**config.mk**
```make
export PLATFORM = sky130hd
export DESIGN_NAME = codec_rate_volume_spdif_regs
export DESIGN_NICKNAME = d
export VERILOG_FILES = /design/src/codec_regs_pkg.sv /design/src/rate_slot.sv /design/src/gain_decode.sv /design/src/codec_rate_volume_spdif_regs.sv
export SDC_FILE = /design/constraint.sdc
export NUM_CORES = 1
export LEC_CHECK = 0
export BUFFER_PORTS_ARGS = -buffer_cell sky130_fd_sc_hd__buf_2
export CAP_MARGIN = 10
export CORE_MARGIN = 2
export CORE_UTILIZATION = 25
export CTS_CLUSTER_DIAMETER = 60
export CTS_CLUSTER_SIZE = 25
export DETAILED_ROUTE_END_ITERATION = 8
export SLEW_MARGIN = 25
export SYNTH_ARGS = -nofsm -noshare
export SYNTH_HDL_FRONTEND = slang
export SYNTH_SLANG_ARGS = --single-unit
```
**constraint.sdc**
```tcl
create_clock -name i_clk -period 5.9 [get_ports i_clk]
set_clock_uncertainty 0.1 [all_clocks]
set_input_delay 0.59 -clock i_clk [delete_from_list [all_inputs] [get_ports i_clk]]
set_output_delay 0.59 -clock i_clk [all_outputs]
set_load 0.05 [all_outputs]
```
**src/codec_regs_pkg.sv**
```systemverilog
package codec_regs_pkg;
  localparam logic [6:0] ADDR_FRONT_RATE = 7'h2C;
  localparam logic [6:0] ADDR_SURR_RATE = 7'h2E;
  localparam logic [6:0] ADDR_CSUB_RATE = 7'h30;
  localparam logic [6:0] ADDR_ADC_RATE = 7'h32;
  localparam logic [6:0] ADDR_CSUB_VOL = 7'h36;
  localparam logic [6:0] ADDR_SURR_VOL = 7'h38;
  localparam logic [6:0] ADDR_DOUT_CTRL = 7'h3A;
  localparam logic [6:0] ADDR_EXT_CTRL = 7'h2A;
  localparam logic [15:0] RATE_DEFAULT = 16'hBB80;
  localparam logic [15:0] RATE_MIN = 16'h1B58;
  localparam logic [15:0] VOL_DEFAULT = 16'h8888;
  localparam logic [15:0] DOUT_DEFAULT = 16'h2008;
  localparam logic [15:0] VOL_MASK = 16'h9F9F;
  localparam logic [15:0] DOUT_MASK = 16'hEFFF;
  localparam logic [15:0] EXT_MASK = 16'h0007;
  localparam int EXT_VRA_BIT = 0;
  localparam int EXT_DRA_BIT = 1;
  localparam int EXT_SPDIF_BIT = 2;
  localparam int VOL_HI_MUTE_BIT = 15;
  localparam int VOL_LO_MUTE_BIT = 7;
  localparam int DOUT_V_BIT = 15;
  localparam int DOUT_VFORCE_BIT = 14;
  localparam int DOUT_RATE_BIT = 13;
  localparam int DOUT_PRE_BIT = 3;
  localparam int CHAN_COUNT = 4;
  localparam int CHAN_FRONT = 0;
  localparam int CHAN_SURR = 1;
  localparam int CHAN_CSUB = 2;
  localparam int CHAN_ADC = 3;
endpackage

```
**src/rate_slot.sv**
```systemverilog
`timescale 1ns/10ps
// one converter rate register; forced to 48 kHz while variable rate is off
module rate_slot (
  input wire logic i_clk,
  input wire logic i_sys_rst,
  input wire logic i_we,
  input wire logic [15:0] i_wdata,
  input wire logic i_var_rate,
  output logic [15:0] o_rate
);
  import codec_regs_pkg::*;
  typedef struct packed {
    logic [15:0] rate;
  } slot_s;
  slot_s st;
  slot_s next_st;
  always_comb begin
    next_st = st;
    if (!i_var_rate) begin
      next_st.rate = RATE_DEFAULT;
    end else if (i_we) begin
      next_st.rate = i_wdata;
    end
  end
  always_ff @(posedge i_clk or posedge i_sys_rst) begin
    if (i_sys_rst) begin
      st <= '{rate: RATE_DEFAULT};
    end else begin
      st <= next_st;
    end
  end
  assign o_rate = st.rate;
endmodule

```
**src/gain_decode.sv**
```systemverilog
`timescale 1ns/10ps
// turns a 5-bit code plus mute into an attenuation step count and a mute flag
module gain_decode (
  input wire logic i_clk,
  input wire logic i_sys_rst,
  input wire logic [4:0] i_code,
  input wire logic i_mute,
  output logic [4:0] o_atten_steps,
  output logic o_muted
);
  import codec_regs_pkg::*;
  typedef struct packed {
    logic [4:0] steps;
    logic muted;
  } gd_s;
  gd_s st;
  gd_s next_st;
  always_comb begin
    next_st.steps = i_code;
    next_st.muted = i_mute;
  end
  always_ff @(posedge i_clk or posedge i_sys_rst) begin
    if (i_sys_rst) begin
      st <= '{steps: VOL_DEFAULT[4:0], muted: VOL_DEFAULT[VOL_LO_MUTE_BIT]};
    end else begin
      st <= next_st;
    end
  end
  assign o_atten_steps = st.steps;
  assign o_muted = st.muted;
endmodule

```
**src/codec_rate_volume_spdif_regs.sv**
```systemverilog
// The strobed register port was decided locally.
`timescale 1ns/10ps
// Functional notes
// - each converter rate is a 16-bit unsigned value in hertz
// - with variable rate off every rate reads and acts as 0xBB80
// - with variable rate on software writes set the converter rate
// - writing variable rate zero returns all rates to 48 kHz
// - double rate runs only front converters at twice the rate
// - double rate powers the surround converter down automatically
// - double rate powers the centre/subwoofer converter down automatically
// - gain fields are 5 bits, 32 steps of 1.5 dB
// - centre/subwoofer swap does not change gain or mute mapping
// - control fields go out as channel status; validity per subframe
// - emphasis bit clear means 50/15 us, set means none
// - variable rate enable also turns on slot request signalling
module codec_rate_volume_spdif_regs (
  input wire logic i_clk,
  input wire logic i_sys_rst,
  input wire logic [6:0] i_addr,
  input wire logic [15:0] i_wdata,
  input wire logic i_wr,
  input wire logic i_rd,
  input wire logic i_err_detect,
  input wire logic i_center_sub_swap,
  output logic [15:0] o_rdata,
  output logic [15:0] o_front_rate,
  output logic [15:0] o_surround_rate,
  output logic [15:0] o_center_sub_rate,
  output logic [15:0] o_capture_rate,
  output logic o_double_rate,
  output logic o_surround_power_down,
  output logic o_center_sub_power_down,
  output logic o_slot_request_signalling,
  output logic [4:0] o_center_atten,
  output logic o_center_muted,
  output logic [4:0] o_subwoofer_atten,
  output logic o_subwoofer_muted,
  output logic [4:0] o_surround_left_atten,
  output logic o_surround_left_muted,
  output logic [4:0] o_surround_right_atten,
  output logic o_surround_right_muted,
  output logic o_center_sub_swap,
  output logic o_digital_out_enable,
  output logic [15:0] o_channel_status,
  output logic o_subframe_validity
);
  import codec_regs_pkg::*;

  function automatic logic hit(input logic [6:0] a, input logic [6:0] r);
    hit = (a == r);
  endfunction

  typedef struct packed {
    logic [15:0] ext_ctrl;
    logic [15:0] csub_vol;
    logic [15:0] surr_vol;
    logic [15:0] dout_ctrl;
    logic [15:0] rdata;
    logic dbl;
    logic surr_pd;
    logic csub_pd;
    logic slot_request_signalling;
    logic swap;
    logic dout_en;
    logic [15:0] cstat;
    logic validity;
    logic sw_q1;
    logic sw_q2;
    logic err_q1;
    logic err_q2;
  } top_s;
  top_s st;
  top_s next_st;

  logic [15:0] rate [CHAN_COUNT];
  logic [6:0] rate_addr [CHAN_COUNT];
  assign rate_addr[CHAN_FRONT] = ADDR_FRONT_RATE;
  assign rate_addr[CHAN_SURR] = ADDR_SURR_RATE;
  assign rate_addr[CHAN_CSUB] = ADDR_CSUB_RATE;
  assign rate_addr[CHAN_ADC] = ADDR_ADC_RATE;

  // rate slots see the new enable the same cycle a zero is written
  logic var_rate_now;
  always_comb begin
    var_rate_now = st.ext_ctrl[EXT_VRA_BIT];
    if (i_wr && hit(i_addr, ADDR_EXT_CTRL)) begin
      var_rate_now = i_wdata[EXT_VRA_BIT];
    end
  end

  genvar g;
  generate
    for (g = 0; g < CHAN_COUNT; g++) begin : g_rate
      rate_slot u_slot (
        .i_clk(i_clk),
        .i_sys_rst(i_sys_rst),
        .i_we(i_wr && hit(i_addr, rate_addr[g])),
        .i_wdata(i_wdata),
        .i_var_rate(var_rate_now),
        .o_rate(rate[g])
      );
    end
  endgenerate

  // rate registers: the slot output is already registered, reading it
  // directly keeps each output one flop deep
  assign o_front_rate = rate[CHAN_FRONT];
  assign o_surround_rate = rate[CHAN_SURR];
  assign o_center_sub_rate = rate[CHAN_CSUB];
  assign o_capture_rate = rate[CHAN_ADC];

  always_comb begin
    next_st = st;
    next_st.sw_q1 = i_center_sub_swap;
    next_st.sw_q2 = st.sw_q1;
    next_st.err_q1 = i_err_detect;
    next_st.err_q2 = st.err_q1;
    if (i_wr) begin
      if (hit(i_addr, ADDR_EXT_CTRL)) begin
        next_st.ext_ctrl = i_wdata & EXT_MASK;
      end
      if (hit(i_addr, ADDR_CSUB_VOL)) begin
        next_st.csub_vol = i_wdata & VOL_MASK;
      end
      if (hit(i_addr, ADDR_SURR_VOL)) begin
        next_st.surr_vol = i_wdata & VOL_MASK;
      end
      if (hit(i_addr, ADDR_DOUT_CTRL)) begin
        // software is expected to write only with the transmitter off
        next_st.dout_ctrl = i_wdata & DOUT_MASK;
      end
    end
    next_st.rdata = 16'h0000;
    if (i_rd) begin
      for (int i = 0; i < CHAN_COUNT; i++) begin
        if (hit(i_addr, rate_addr[i])) begin
          next_st.rdata = rate[i];
        end
      end
      if (hit(i_addr, ADDR_EXT_CTRL)) begin
        next_st.rdata = st.ext_ctrl;
      end
      if (hit(i_addr, ADDR_CSUB_VOL)) begin
        next_st.rdata = st.csub_vol;
      end
      if (hit(i_addr, ADDR_SURR_VOL)) begin
        next_st.rdata = st.surr_vol;
      end
      if (hit(i_addr, ADDR_DOUT_CTRL)) begin
        next_st.rdata = st.dout_ctrl;
      end
    end
    next_st.dbl = st.ext_ctrl[EXT_DRA_BIT];
    next_st.surr_pd = st.ext_ctrl[EXT_DRA_BIT];
    next_st.csub_pd = st.ext_ctrl[EXT_DRA_BIT];
    next_st.slot_request_signalling = st.ext_ctrl[EXT_VRA_BIT];
    next_st.swap = st.sw_q2;
    next_st.dout_en = st.ext_ctrl[EXT_SPDIF_BIT];
    // validity bit travels per subframe, not in channel status
    next_st.cstat = st.dout_ctrl & ~((16'h0001 << DOUT_V_BIT) |
                                     (16'h0001 << DOUT_VFORCE_BIT));
    if (st.dout_ctrl[DOUT_VFORCE_BIT]) begin
      next_st.validity = st.dout_ctrl[DOUT_V_BIT];
    end else begin
      next_st.validity = st.err_q2;
    end
  end

  always_ff @(posedge i_clk or posedge i_sys_rst) begin
    if (i_sys_rst) begin
      st <= '{ext_ctrl: 16'h0000, csub_vol: VOL_DEFAULT, surr_vol: VOL_DEFAULT,
              dout_ctrl: DOUT_DEFAULT, rdata: 16'h0000, dbl: 1'b0, surr_pd: 1'b0,
              csub_pd: 1'b0, slot_request_signalling: 1'b0, swap: 1'b0, dout_en: 1'b0,
              cstat: DOUT_DEFAULT, validity: 1'b0, sw_q1: 1'b0, sw_q2: 1'b0,
              err_q1: 1'b0, err_q2: 1'b0};
    end else begin
      st <= next_st;
    end
  end

  // gain/mute fields keep the same channel whatever the swap says
  gain_decode u_center (
    .i_clk(i_clk), .i_sys_rst(i_sys_rst),
    .i_code(st.csub_vol[4:0]), .i_mute(st.csub_vol[VOL_LO_MUTE_BIT]),
    .o_atten_steps(o_center_atten), .o_muted(o_center_muted)
  );
  gain_decode u_sub (
    .i_clk(i_clk), .i_sys_rst(i_sys_rst),
    .i_code(st.csub_vol[12:8]), .i_mute(st.csub_vol[VOL_HI_MUTE_BIT]),
    .o_atten_steps(o_subwoofer_atten), .o_muted(o_subwoofer_muted)
  );
  gain_decode u_left (
    .i_clk(i_clk), .i_sys_rst(i_sys_rst),
    .i_code(st.surr_vol[12:8]), .i_mute(st.surr_vol[VOL_HI_MUTE_BIT]),
    .o_atten_steps(o_surround_left_atten), .o_muted(o_surround_left_muted)
  );
  gain_decode u_right (
    .i_clk(i_clk), .i_sys_rst(i_sys_rst),
    .i_code(st.surr_vol[4:0]), .i_mute(st.surr_vol[VOL_LO_MUTE_BIT]),
    .o_atten_steps(o_surround_right_atten), .o_muted(o_surround_right_muted)
  );

  assign o_rdata = st.rdata;
  assign o_double_rate = st.dbl;
  assign o_surround_power_down = st.surr_pd;
  assign o_center_sub_power_down = st.csub_pd;
  assign o_slot_request_signalling = st.slot_request_signalling;
  assign o_center_sub_swap = st.swap;
  assign o_digital_out_enable = st.dout_en;
  assign o_channel_status = st.cstat;
  assign o_subframe_validity = st.validity;
endmodule

```
==> results of run 1 <==
synth_stat cells, types with 5 or more instances:
master / number
dfrtp_1: 120
o21a_1: 6
nand2_1: 141
buf_4: 37
a22oi_1: 5
nand3_1: 36
a21oi_1: 65
dfstp_2: 48
nor3_1: 11
a22o_1: 6
nor2_1: 15
o221a_2: 6
mux2i_1: 10
clkbuf_1: 11
and3_1: 5
o21ai_0: 17
mux2_2: 51
buf_2: 22
worst paths after layout:
| kind | to | from | slack [ps] | depth (start not counted) |
|---|---|---|---|---|
| worst min register to register | next_st[22]$_DFF_PP0_ | next_st[2]$_DFF_PP0_ | 250 | 0 |
| worst max-delay path | g_rate[3].u_slot.o_rate[0]$_DFFE_PP0P_ | i_addr[4] | 2800 | 6 |
| worst max register to register | g_rate[0].u_slot.o_rate[8]$_DFFE_PP1P_ | next_st[23]$_DFFE_PP0P_ | 4190 | 4 |
| max in group asynchronous | g_rate[1].u_slot.o_rate[14]$_DFFE_PP0P_ | i_sys_rst | 4300 | 3 |
| worst min-delay path | next_st[2]$_DFF_PP0_ | i_center_sub_swap | 170 | 1 |
| min in group asynchronous | o_channel_status[7]$_DFF_PP0_ | i_sys_rst | 210 | 2 |
stage by stage:
| step | instance area (um2) | utilization (%) | setup slack (ps) | power (mW) | hold WS [ps] |
|---|---|---|---|---|---|
| 2_1_floorplan | 7320 | - | 743 | 1.47 | 231 |
| 3_3_place_gp | 8120 | 28.2 | 2410 | 1.54 | 233 |
| 3_5_place_dp | 8120 | 28.2 | 2380 | 1.54 | 235 |
| 4_1_cts | 8700 | 30.2 | 2820 | 2.65 | 154 |
| 5_1_grt | 8700 | 30.2 | 2660 | 2.72 | 149 |
| 6_report | 8710 | 30.2 | 2800 | 2.63 | 171 |
sequential cells by signal (all words and copies together), names as in the netlist:
| signal | flops |
|---|---|
| g_rate.u_slot.o_rate | 64 |
| next_st | 19 |
| o_center_sub_power_down | 1 |
| o_center_sub_swap | 1 |
| o_channel_status | 13 |
| o_digital_out_enable | 1 |
| o_rdata | 16 |
| o_slot_request_signalling | 1 |
| o_subframe_validity | 1 |
| st | 27 |
| u_center.o_atten_steps | 5 |
| u_center.o_muted | 1 |
| u_left.o_atten_steps | 5 |
| u_left.o_muted | 1 |
| u_right.o_atten_steps | 5 |
| u_right.o_muted | 1 |
| u_sub.o_atten_steps | 5 |
| u_sub.o_muted | 1 |
power groups by stage:
stage / registers (mW) / logic, mW / clock network [mW]
finish: 1.24 / 0.275 / 1.11
global placement: 1.26 / 0.274 / 0
global route: 1.25 / 0.294 / 1.17
detailed placement: 1.26 / 0.276 / 0
CTS: 1.24 / 0.277 / 1.13
floorplan: 1.31 / 0.157 / 0
cell type report:
| class | count | area, um2 |
|---|---|---|
| Clock inverter | 11 | 114 |
| Inverter | 5 | 26.3 |
| Clock buffer | 21 | 470 |
| Antenna cell | 1 | 2.50 |
| Fill cell | 2955 | 20100 |
| Timing Repair Buffer | 155 | 783 |
| Sequential cell | 168 | 4260 |
| Tap cell | 384 | 480 |
| Multi-Input combinational cell | 424 | 2560 |
kinds of logic after synthesis:
logic type / synth area share, %
other: 0.0513
DFF: 58.3
and+or+nand+nor: 14.7
buffers and inverters: 6.66
muxes: 9.54
AOI/OAI and AO/OA: 10.8
worst max-delay path: cells and delay by family:
family,cells,cell delay (ps)
and+or+nand+nor,4,2180
AOI/OAI and AO/OA,1,330
buffers and inverters,1,190
metal layers:
layer / vias to the layer above / share of wire [%] / GRT usage, % / routed length, um
li1: 2488 / - / - / -
met5: - / 0 / 0 / 0
met2: 219 / 46 / 23.7 / 11000
met3: 16 / 8.3 / 5.40 / 1960
met4: 0 / 1.1 / 3.33 / 260
met1: 2764 / 44 / 21.4 / 10400
==> reports/qor.csv, run 1 <==
stage;metric;value;unit
route;drt_iter0_markers;468;
yosys;ys_seq_elements;168;
yosys;synth_area;7310;um2
timing;fin_crit;3100;ps
route;vias;5487;
pwr;power_frac_comb;10.5;%
yosys;synth_area_leaders;dfrtp_1, dfstp_2, mux2_2;
die;start_util;25.4;%
yosys;synth_ff_type;dfrtp_1;
pwr;peakVddDrop;200;uV
yosys;synth_cell_types;50;
clock_tree;htree_num_levels;4;
route;totalWireLength;23600;um
placement;gp_congestion;0.844;
yosys;postSynth.asyncResetShare;100;%
route;wl_per_cell;20.2;um
global_route;grt_usage;15.6;%
yosys;syn_avg_cell_area;10.9;um2
yosys;synthCells;669;
route;vias_per_cell;4.69;
timing;slew_viol_final;0;
pwr;internal_power;1.90;mW
layout;synthToLayoutAreaGrowth;19.1;%
worst_hold_path;hp-class;primary input to flip-flop;
timing;setup_violations;0;
worst_setup_path;cp.required;6100;ps
die;dieArea;30600;um2
global_route;grt_pass1_wl;35200;um
timing;worst_slew_pin_slew;977;ps
pwr;power.switching;0.725;mW
placement;dp_hpwl;17100;um
worst_setup_path;slowest_stage;nor3_4;
timing;relSlewSlack;34.8;%
clock_tree;clockBufferDepth;2;
pwr;pwr_density_cell;302;nW/um2
yosys;ys_seq_area_share;58.3;%
timing;hold_viol_final;0;
layout;final_cell_mix;buf_2, nand2_1, dfrtp_1;
route;drc;0;
pwr;power_frac_seq;47.3;%
flow_run;cap_violations;0;
clock_tree;clk_pin_slew;70;ps
clock_tree;clock-root-buffer;clkbuf_16;
die;design.core.area;28800;um2
timing;finalSetupTns;0;ps
global_route;grt_max_degree;120;
global_route;antenna_found_initial;1;
clock_tree;ctsResizeCount;0;
layout;drive_gt1_share;38.6;%
worst_setup_path;path_cells;buf_2 -> nand4bb_1 -> nor3_4 -> nand3_1 -> a21oi_1 -> nor3_1;
clock_tree;worstSkewPairLatency;430;ps
worst_setup_path;path_class;primary input to flip-flop;
yosys;synth_top_area_cell;dfrtp_1;
layout;final_common_cell;buf_2;
timing;rsz0062_at_grt;false;
worst_setup_path;max_stage_delay;850;ps
route;antenna_left;0;
die;die_w;175;um
route;dr.pass1.iters;5;
pwr;swShare;27.6;%
clock_tree;ctsHoldBuffers;0;
timing;timing.final.crit_share;52.5;%
layout;final_cells;1169;
die;die_y;175;um
yosys;synth_top_area_share;41.1;%
placement;dp_cells;1136;
yosys;synth_edf_count;0;
pwr;pwr-share-clk;42.2;%
worst_setup_path;worstPathMaxFanout;18;
clock_tree;postCtsSetupBuffers;0;
worst_setup_path;endpoint_kind;flip-flop;
layout;final_nets;800;
timing;fmax;323;MHz
die;rows;62;
pwr;p_leak;4.06;nW
global_route;overflow;0;
worst_setup_path;start_kind;primary input;
yosys;synth_warnings;0;
outcome;status;finished, final reports clean;
worst_setup_path;cp_data_arrival_time;3300;ps
placement;io_buffers;152;
die;io_pins;156;
clock_tree;cts.sinks;168;
clock_tree;cts_tree;yes;
global_route;grt_pass1_vias;5428;
clock_tree;cts_buffers;17;
Power figures use the tool's default switching activity.
==> run 2, diff against run 1 <==
ABC_AREA = 1   (was unset)
clock period = 3 ns   (was 5.9 ns; I/O delays follow)
==> run 2 against run 1 <==
  * Global-route usage fell by 1.1 points
  * Core utilization rose by 1.3 points
  * Count of clock-buffer cells in the layout fell by 2
  * Non-clock buffer count rose by 16
  * Setup slack got worse by 1600 ps
  * Final cell count rose by 6.2%
  * Worst hold slack got worse by 120 ps
  * Combinational power rose to 6.8 times the previous value
  * First-iteration DRC count fell by 13%
  * Largest power group unchanged
  * Synthesized cell count rose by 9.0%
  * Clock power rose by 110%
==> reports/qor.csv, run 2 <==
stage;metric;value;unit;change
outcome;status;finished, final reports clean;;
pwr;internal_power;4.45;mW;+130%
layout;final_nets;885;;+11%
yosys;synth_ff_type;dfrtp_1;;
route;totalWireLength;20600;um;-13%
yosys;synth_top_area_share;43.3;%;+2.2 points
clock_tree;worstSkewPairLatency;430;ps;about the same
yosys;synthTopCellsByCount;nand2_1, dfrtp_1, nand3_1;;
yosys;synth_area_leaders;dfrtp_1, dfstp_2, nand2_1;;
die;die_y;171;um;-2.5%
layout;fill_cells;2843;;-3.8%
route;vias;5366;;-2.2%
layout;final_cell_mix;nand2_1, buf_2, dfrtp_1;;
pwr;swShare;37.7;%;+10 points
layout;synthToLayoutAreaGrowth;23.2;%;
worst_setup_path;path_class;primary input to flip-flop;;
placement;dp_hpwl;15800;um;-7.3%
worst_setup_path;start_kind;primary input;;
clock_tree;cts.sinks;168;;unchanged
timing;hold_viol_final;0;;unchanged
flow_run;cap_violations;0;;unchanged
die;design.core.area;27100;um2;-5.8%
clock_tree;cts_tree;yes;;
timing;finalSetupTns;0;ps;unchanged
timing;fin_crit;1810;ps;
clock_tree;clockBufferDepth;2;;unchanged
yosys;synth_area;6940;um2;-5.0%
global_route;busiest_layer;met2;;
timing;worst_slew_pin_slew;784;ps;-192 ps
yosys;synth_warnings;0;;unchanged
worst_setup_path;cp_data_arrival_time;2060;ps;-1240 ps
global_route;grt_use_met2;22.1;%;-1.6 points
die;rows;60;;-3.2%
yosys;synth_top_area_cell;dfrtp_1;;
layout;largest_reg_flops;64;;unchanged
die;start_util;25.6;%;+0.22 points
clock_tree;clk_pin_slew;70;ps;about the same
clock_tree;cts_buffers;17;;unchanged
worst_setup_path;endpoint_kind;flip-flop;;
pwr;peakVddDrop;374;uV;+87%
global_route;grt_usage;14.5;%;-1.1 points
global_route;grt.met3_usage;4.74;%;-0.65 points
global_route;grtUsageMet1;19.2;%;-2.2 points
placement;gp_congestion;0.813;;-3.7%
route;dr.pass1.iters;7;;+2
worst_setup_path;worstPathMaxFanout;17;;-1
yosys;synth_most_common_cell;nand2_1;;
global_route;grt_pass1_wl;31400;um;-11%
clock_tree;clock-root-buffer;clkbuf_16;;
die;die_w;171;um;-2.5%
global_route;overflow;0;;unchanged
yosys;syn_avg_cell_area;9.52;um2;-13%
yosys;synth_edf_count;0;;unchanged
clock_tree;htree_num_levels;4;;unchanged
timing;rsz0062_at_grt;false;;
yosys;synth_cell_types;28;;-44%
yosys;ys_seq_area_share;61.4;%;+3.1 points
route;wl_per_cell;16.6;um;-18%
pwr;power_frac_seq;41.9;%;-5.4 points
route;vias_per_cell;4.32;;-7.9%
global_route;grt_pass1_vias;5191;;-4.4%
pwr;pwr_density_cell;834;nW/um2;+180%
global_route;grt_max_degree;72;;-40%
timing;timing.final.crit_share;60.2;%;
timing;whs;54.6;ps;-116 ps
yosys;ys_seq_elements;168;;unchanged
layout;fin_area;8550;um2;-1.8%
placement;io_buffers;152;;unchanged
worst_setup_path;cp.required;3250;ps;-2850 ps
yosys;synthCells;729;;+9.0%
pwr;power.switching;2.69;mW;+270%
global_route;antenna_found_initial;0;;-1
timing;fmax;554;MHz;
layout;diodes;0;;-1
pwr;p_leak;4.32;nW;+6.3%
layout;final_common_cell;nand2_1;;
pwr;power_frac_comb;26.1;%;+16 points
worst_hold_path;hp-class;primary input to flip-flop;;
timing;relSlewSlack;47.6;%;+13 points
clock_tree;ctsResizeCount;0;;unchanged
route;drc;0;;unchanged
placement;placed_area;7910;um2;-2.6%
route;drt_iter0_markers;408;;-13%
timing;setup_violations;0;;unchanged
die;dieArea;29100;um2;-4.9%
pwr;pwr-share-clk;32.0;%;-10 points
die;io_pins;156;;unchanged
route;antenna_left;0;;unchanged
layout;drive_gt1_share;31.6;%;-7.0 points
timing;slew_viol_final;0;;unchanged
yosys;postSynth.asyncResetShare;100;%;unchanged
-- run 2: path summary, 6_finish.rpt --
| check | startpoint | depth (start not counted) | endpoint | slack, ps |
|---|---|---|---|---|
| setup / recovery | i_addr[2] | 12 | g_rate[3].u_slot.o_rate[9]$_DFFE_PP1P_ | 1190 |
| hold / removal | i_wdata[6] | 3 | next_st[11]$_DFFE_PP0P_ | 50 |
| setup reg to reg | next_st[23]$_DFFE_PP0P_ | 6 | g_rate[3].u_slot.o_rate[9]$_DFFE_PP1P_ | 1220 |
| hold reg to reg | next_st[22]$_DFF_PP0_ | 0 | o_center_sub_swap$_DFF_PP0_ | 260 |
| max in group asynchronous | i_sys_rst | 4 | u_right.o_atten_steps[3]$_DFF_PP1_ | 1610 |
| min in group asynchronous | i_sys_rst | 3 | next_st[2]$_DFF_PP0_ | 380 |
-- run 2: cell families after synthesis --
| group | after synthesis | synth area share (%) |
|---|---|---|
| simple gates | 320 | 19.8 |
| buf+inv | 110 | 8.49 |
| compound gates | 128 | 9.88 |
| flops | 168 | 61.4 |
| mux | 2 | 0.324 |
| other cells | 1 | 0.0540 |
-- run 2: critical path, stage by stage --
cell	delay, ps
buf_2	110
inv_1	70
nand2_1	80
inv_2	60
nand2_1	50
nor2_2	160
nand2_2	110
nand2_2	90
nand2_2	230
nor2_2	570
nand2_1	110
o21ai_1	100
-- run 2: layer usage --
| layer | up-vias | routed length, um | share of wire [%] |
|---|---|---|---|
| met5 | - | 0 | 0 |
| met4 | 0 | 415 | 2.0 |
| met3 | 21 | 1780 | 8.6 |
| met2 | 188 | 9310 | 45 |
| met1 | 2577 | 9120 | 44 |
| li1 | 2580 | - | - |
-- run 2: what timing repair did --
action	4_1_cts	5_1_grt
endpoints found under the hold margin	14	0
setup buffers	0	0
hold buffers	3	0
-- run 2: per-stage QoR --
stage	power (mW)	utilization [%]	setup slack, ps	cells
final	7.13	31.5	1190	1241
after CTS	7.21	31.5	1180	1241
after detailed placement	4.91	29.2	746	1206
after global routing	7.47	31.5	967	1241
after global placement	4.89	29.2	772	1206
after floorplan	4.41	-	498	731
-- run 2: area by class of cell --
cell class	count	area [um2]	share of cell area, %
repair buffers	171	936	10.9
inverters	45	173	2.02
clock buffers	19	443	5.18
multi-input cells	453	2100	24.6
well taps	372	465	5.44
clock inverters	13	168	1.96
flip-flops and latches	168	4260	49.9
-- run 2: power by group through the flow --
stage | clock network (mW) | logic, mW | registers (mW)
final | 2.28 | 1.86 | 2.99
after global routing | 2.44 | 1.99 | 3.04
after CTS | 2.33 | 1.88 | 3.00
after detailed placement | 0 | 1.88 | 3.04
after global placement | 0 | 1.86 | 3.03
after floorplan | 0 | 0.495 | 3.92
==> run 3, diff against run 2 <==
clock period = 1.7 ns   (was 3 ns; I/O delays follow)
==> run 3 against run 2 <==
  * Cell area up 5.6%
  * First-iteration DRC count up 0.98%
  * Core utilization up 1.8 points
  * Routed wire length up 0.27%
  * Non-clock buffer count up 44
  * Register-to-register slack worse by 910 ps
  * Sequential share of layout area down 2.6 points
  * Sequential power up 76%
  * Flip-flop and latch count unchanged
  * Final cell count up 3.5%
  * Highest routed layer unchanged
==> reports/qor.csv, run 3 (synthesized netlist as in run 2, its figures left out) <==
stage;metric;value;unit;change
outcome;status;finished, final reports clean;;
route;wl_per_cell;16.1;um;-3.2%
layout;fin_area;9030;um2;+5.6%
route;totalWireLength;20700;um;+0.27%
route;drc;0;;unchanged
worst_setup_path;cp.required;1430;ps;-1820 ps
global_route;grt_usage;14.7;%;+0.16 points
pwr;pwr_density_cell;1370;nW/um2;+64%
timing;finalSetupTns;0;ps;unchanged
timing;fin_crit;1530;ps;
timing;fmax;655;MHz;
clock_tree;postCtsSetupBuffers;0;;unchanged
worst_setup_path;path_cells;buf_2;;
worst_setup_path;path_buf_inv;1;;-2
global_route;grt_pass1_vias;5440;;+4.8%
timing;rsz0062_at_grt;false;;
layout;synthToLayoutAreaGrowth;30.1;%;
route;vias_per_cell;4.26;;-1.5%
layout;fin_util;33.3;%;+1.8 points
die;start_util;25.6;%;unchanged
worst_setup_path;cpLargestDelayFamily;flip-flops;;
clock_tree;worstSkewPairLatency;420;ps;about the same
layout;diodes;0;;unchanged
layout;final-seq-area;4260;um2;unchanged
worst_hold_path;hp-class;primary input to flip-flop;;
die;dieArea;29100;um2;unchanged
die;die_w;171;um;unchanged
die;io_pins;156;;unchanged
global_route;grt_pass1_wl;32000;um;+2.0%
clock_tree;cts.sinks;168;;unchanged
clock_tree;cts_buffers;17;;unchanged
clock_tree;clock-root-buffer;clkbuf_16;;
layout;final_cells;1285;;+3.5%
timing;slew_viol_final;0;;unchanged
clock_tree;htree_num_levels;4;;unchanged
placement;placed_area;8330;um2;+5.4%
timing;setup_violations;0;;unchanged
worst_setup_path;reg2reg_setup_slack;310;ps;-910 ps
timing;whs;5.48;ps;-49.1 ps
layout;final_nets;929;;+5.0%
clock_tree;clockBufferDepth;2;;unchanged
global_route;overflow;0;;unchanged
die;design.core.area;27100;um2;unchanged
route;drt_iter0_markers;412;;+0.98%
worst_setup_path;path_class;flip-flop to output port;;
timing;hold_viol_final;0;;unchanged
worst_setup_path;worstPathMaxFanout;3;;-14
global_route;grt_max_degree;89;;+24%
layout;largest_reg_flops;64;;unchanged
placement;dp_cells;1241;;+2.9%
placement;post-place-ws;-46.3;ps;-792 ps
layout;fill_cells;2788;;-1.9%
layout;final_cell_mix;nand2_1, buf_2, dfrtp_1;;
clock_tree;ctsResizeCount;0;;unchanged
clock_tree;clk_pin_slew;70;ps;about the same
pwr;power;12.4;mW;+74%
pwr;p_leak;4.56;nW;+5.5%
pwr;peakVddDrop;723;uV;+93%
flow_run;cap_violations;0;;unchanged
route;vias;5471;;+2.0%
layout;drive_gt1_share;33.7;%;+2.1 points
worst_setup_path;start_kind;flip-flop;;
global_route;antenna_found_initial;0;;unchanged
placement;gp_congestion;0.814;;+0.17%
placement;dp_hpwl;15800;um;about the same
worst_setup_path;endpoint_kind;output port;;
timing;setup_ws;172;ps;-1020 ps
worst_setup_path;slowest_stage;dfstp_2;;
clock_tree;ctsHoldBuffers;12;;+9
die;die_y;171;um;unchanged
clock_tree;cts_tree;yes;;
route;antenna_left;0;;unchanged
worst_setup_path;cp_data_arrival_time;1260;ps;-800 ps
worst_setup_path;max_stage_delay;560;ps;about the same
die;rows;60;;unchanged
layout;final_common_cell;nand2_1;;
placement;io_buffers;152;;unchanged
timing;timing.final.crit_share;89.9;%;
route;dr.pass1.iters;6;;-1
layout;multi_input_comb_area;2100;um2;unchanged
## run 3: cell type report
cell class                      instances  area share (%)
Timing Repair Buffer                  215            16.1
Sequential cell                       168            47.2
Clock inverter                          8           0.652
Tap cell                              372            5.16
Inverter                               45            1.91
Multi-Input combinational cell        453            23.3
Clock buffer                           24            5.70
## run 3: path summary, 6_finish.rpt
kind / cells past startpoint / start / to
worst max-delay path: 1 / g_rate[1].u_slot.o_rate[8]$_DFFE_PP1P_ / o_surround_rate[8]
worst min-delay path: 3 / i_wdata[3] / st[62]$_DFFE_PP1P_
worst max register to register: 7 / next_st[23]$_DFFE_PP0P_ / g_rate[3].u_slot.o_rate[14]$_DFFE_PP0P_
worst min register to register: 0 / next_st[22]$_DFF_PP0_ / o_center_sub_swap$_DFF_PP0_
max in group asynchronous: 4 / i_sys_rst / o_channel_status[3]$_DFF_PP1_
min in group asynchronous: 3 / i_sys_rst / next_st[2]$_DFF_PP0_
## run 3: layer usage
metal,GRT usage [%],up-vias,routed length [um],share of wire (%)
met4,5.13,0,439,2.1
li1,-,2670,-,-
met2,22.6,162,9350,45
met3,5.14,29,1630,7.9
met1,19.1,2610,9260,45
met5,0,-,0,0
## run 3: report_power, final
part	internal (mW)	total (mW)	leakage (nW)	switching [mW]
clock network	2.14	3.73	0.282	1.60
logic	0.740	3.40	2.16	2.66
registers	4.82	5.25	2.12	0.431
total	7.70	12.4	4.56	4.69
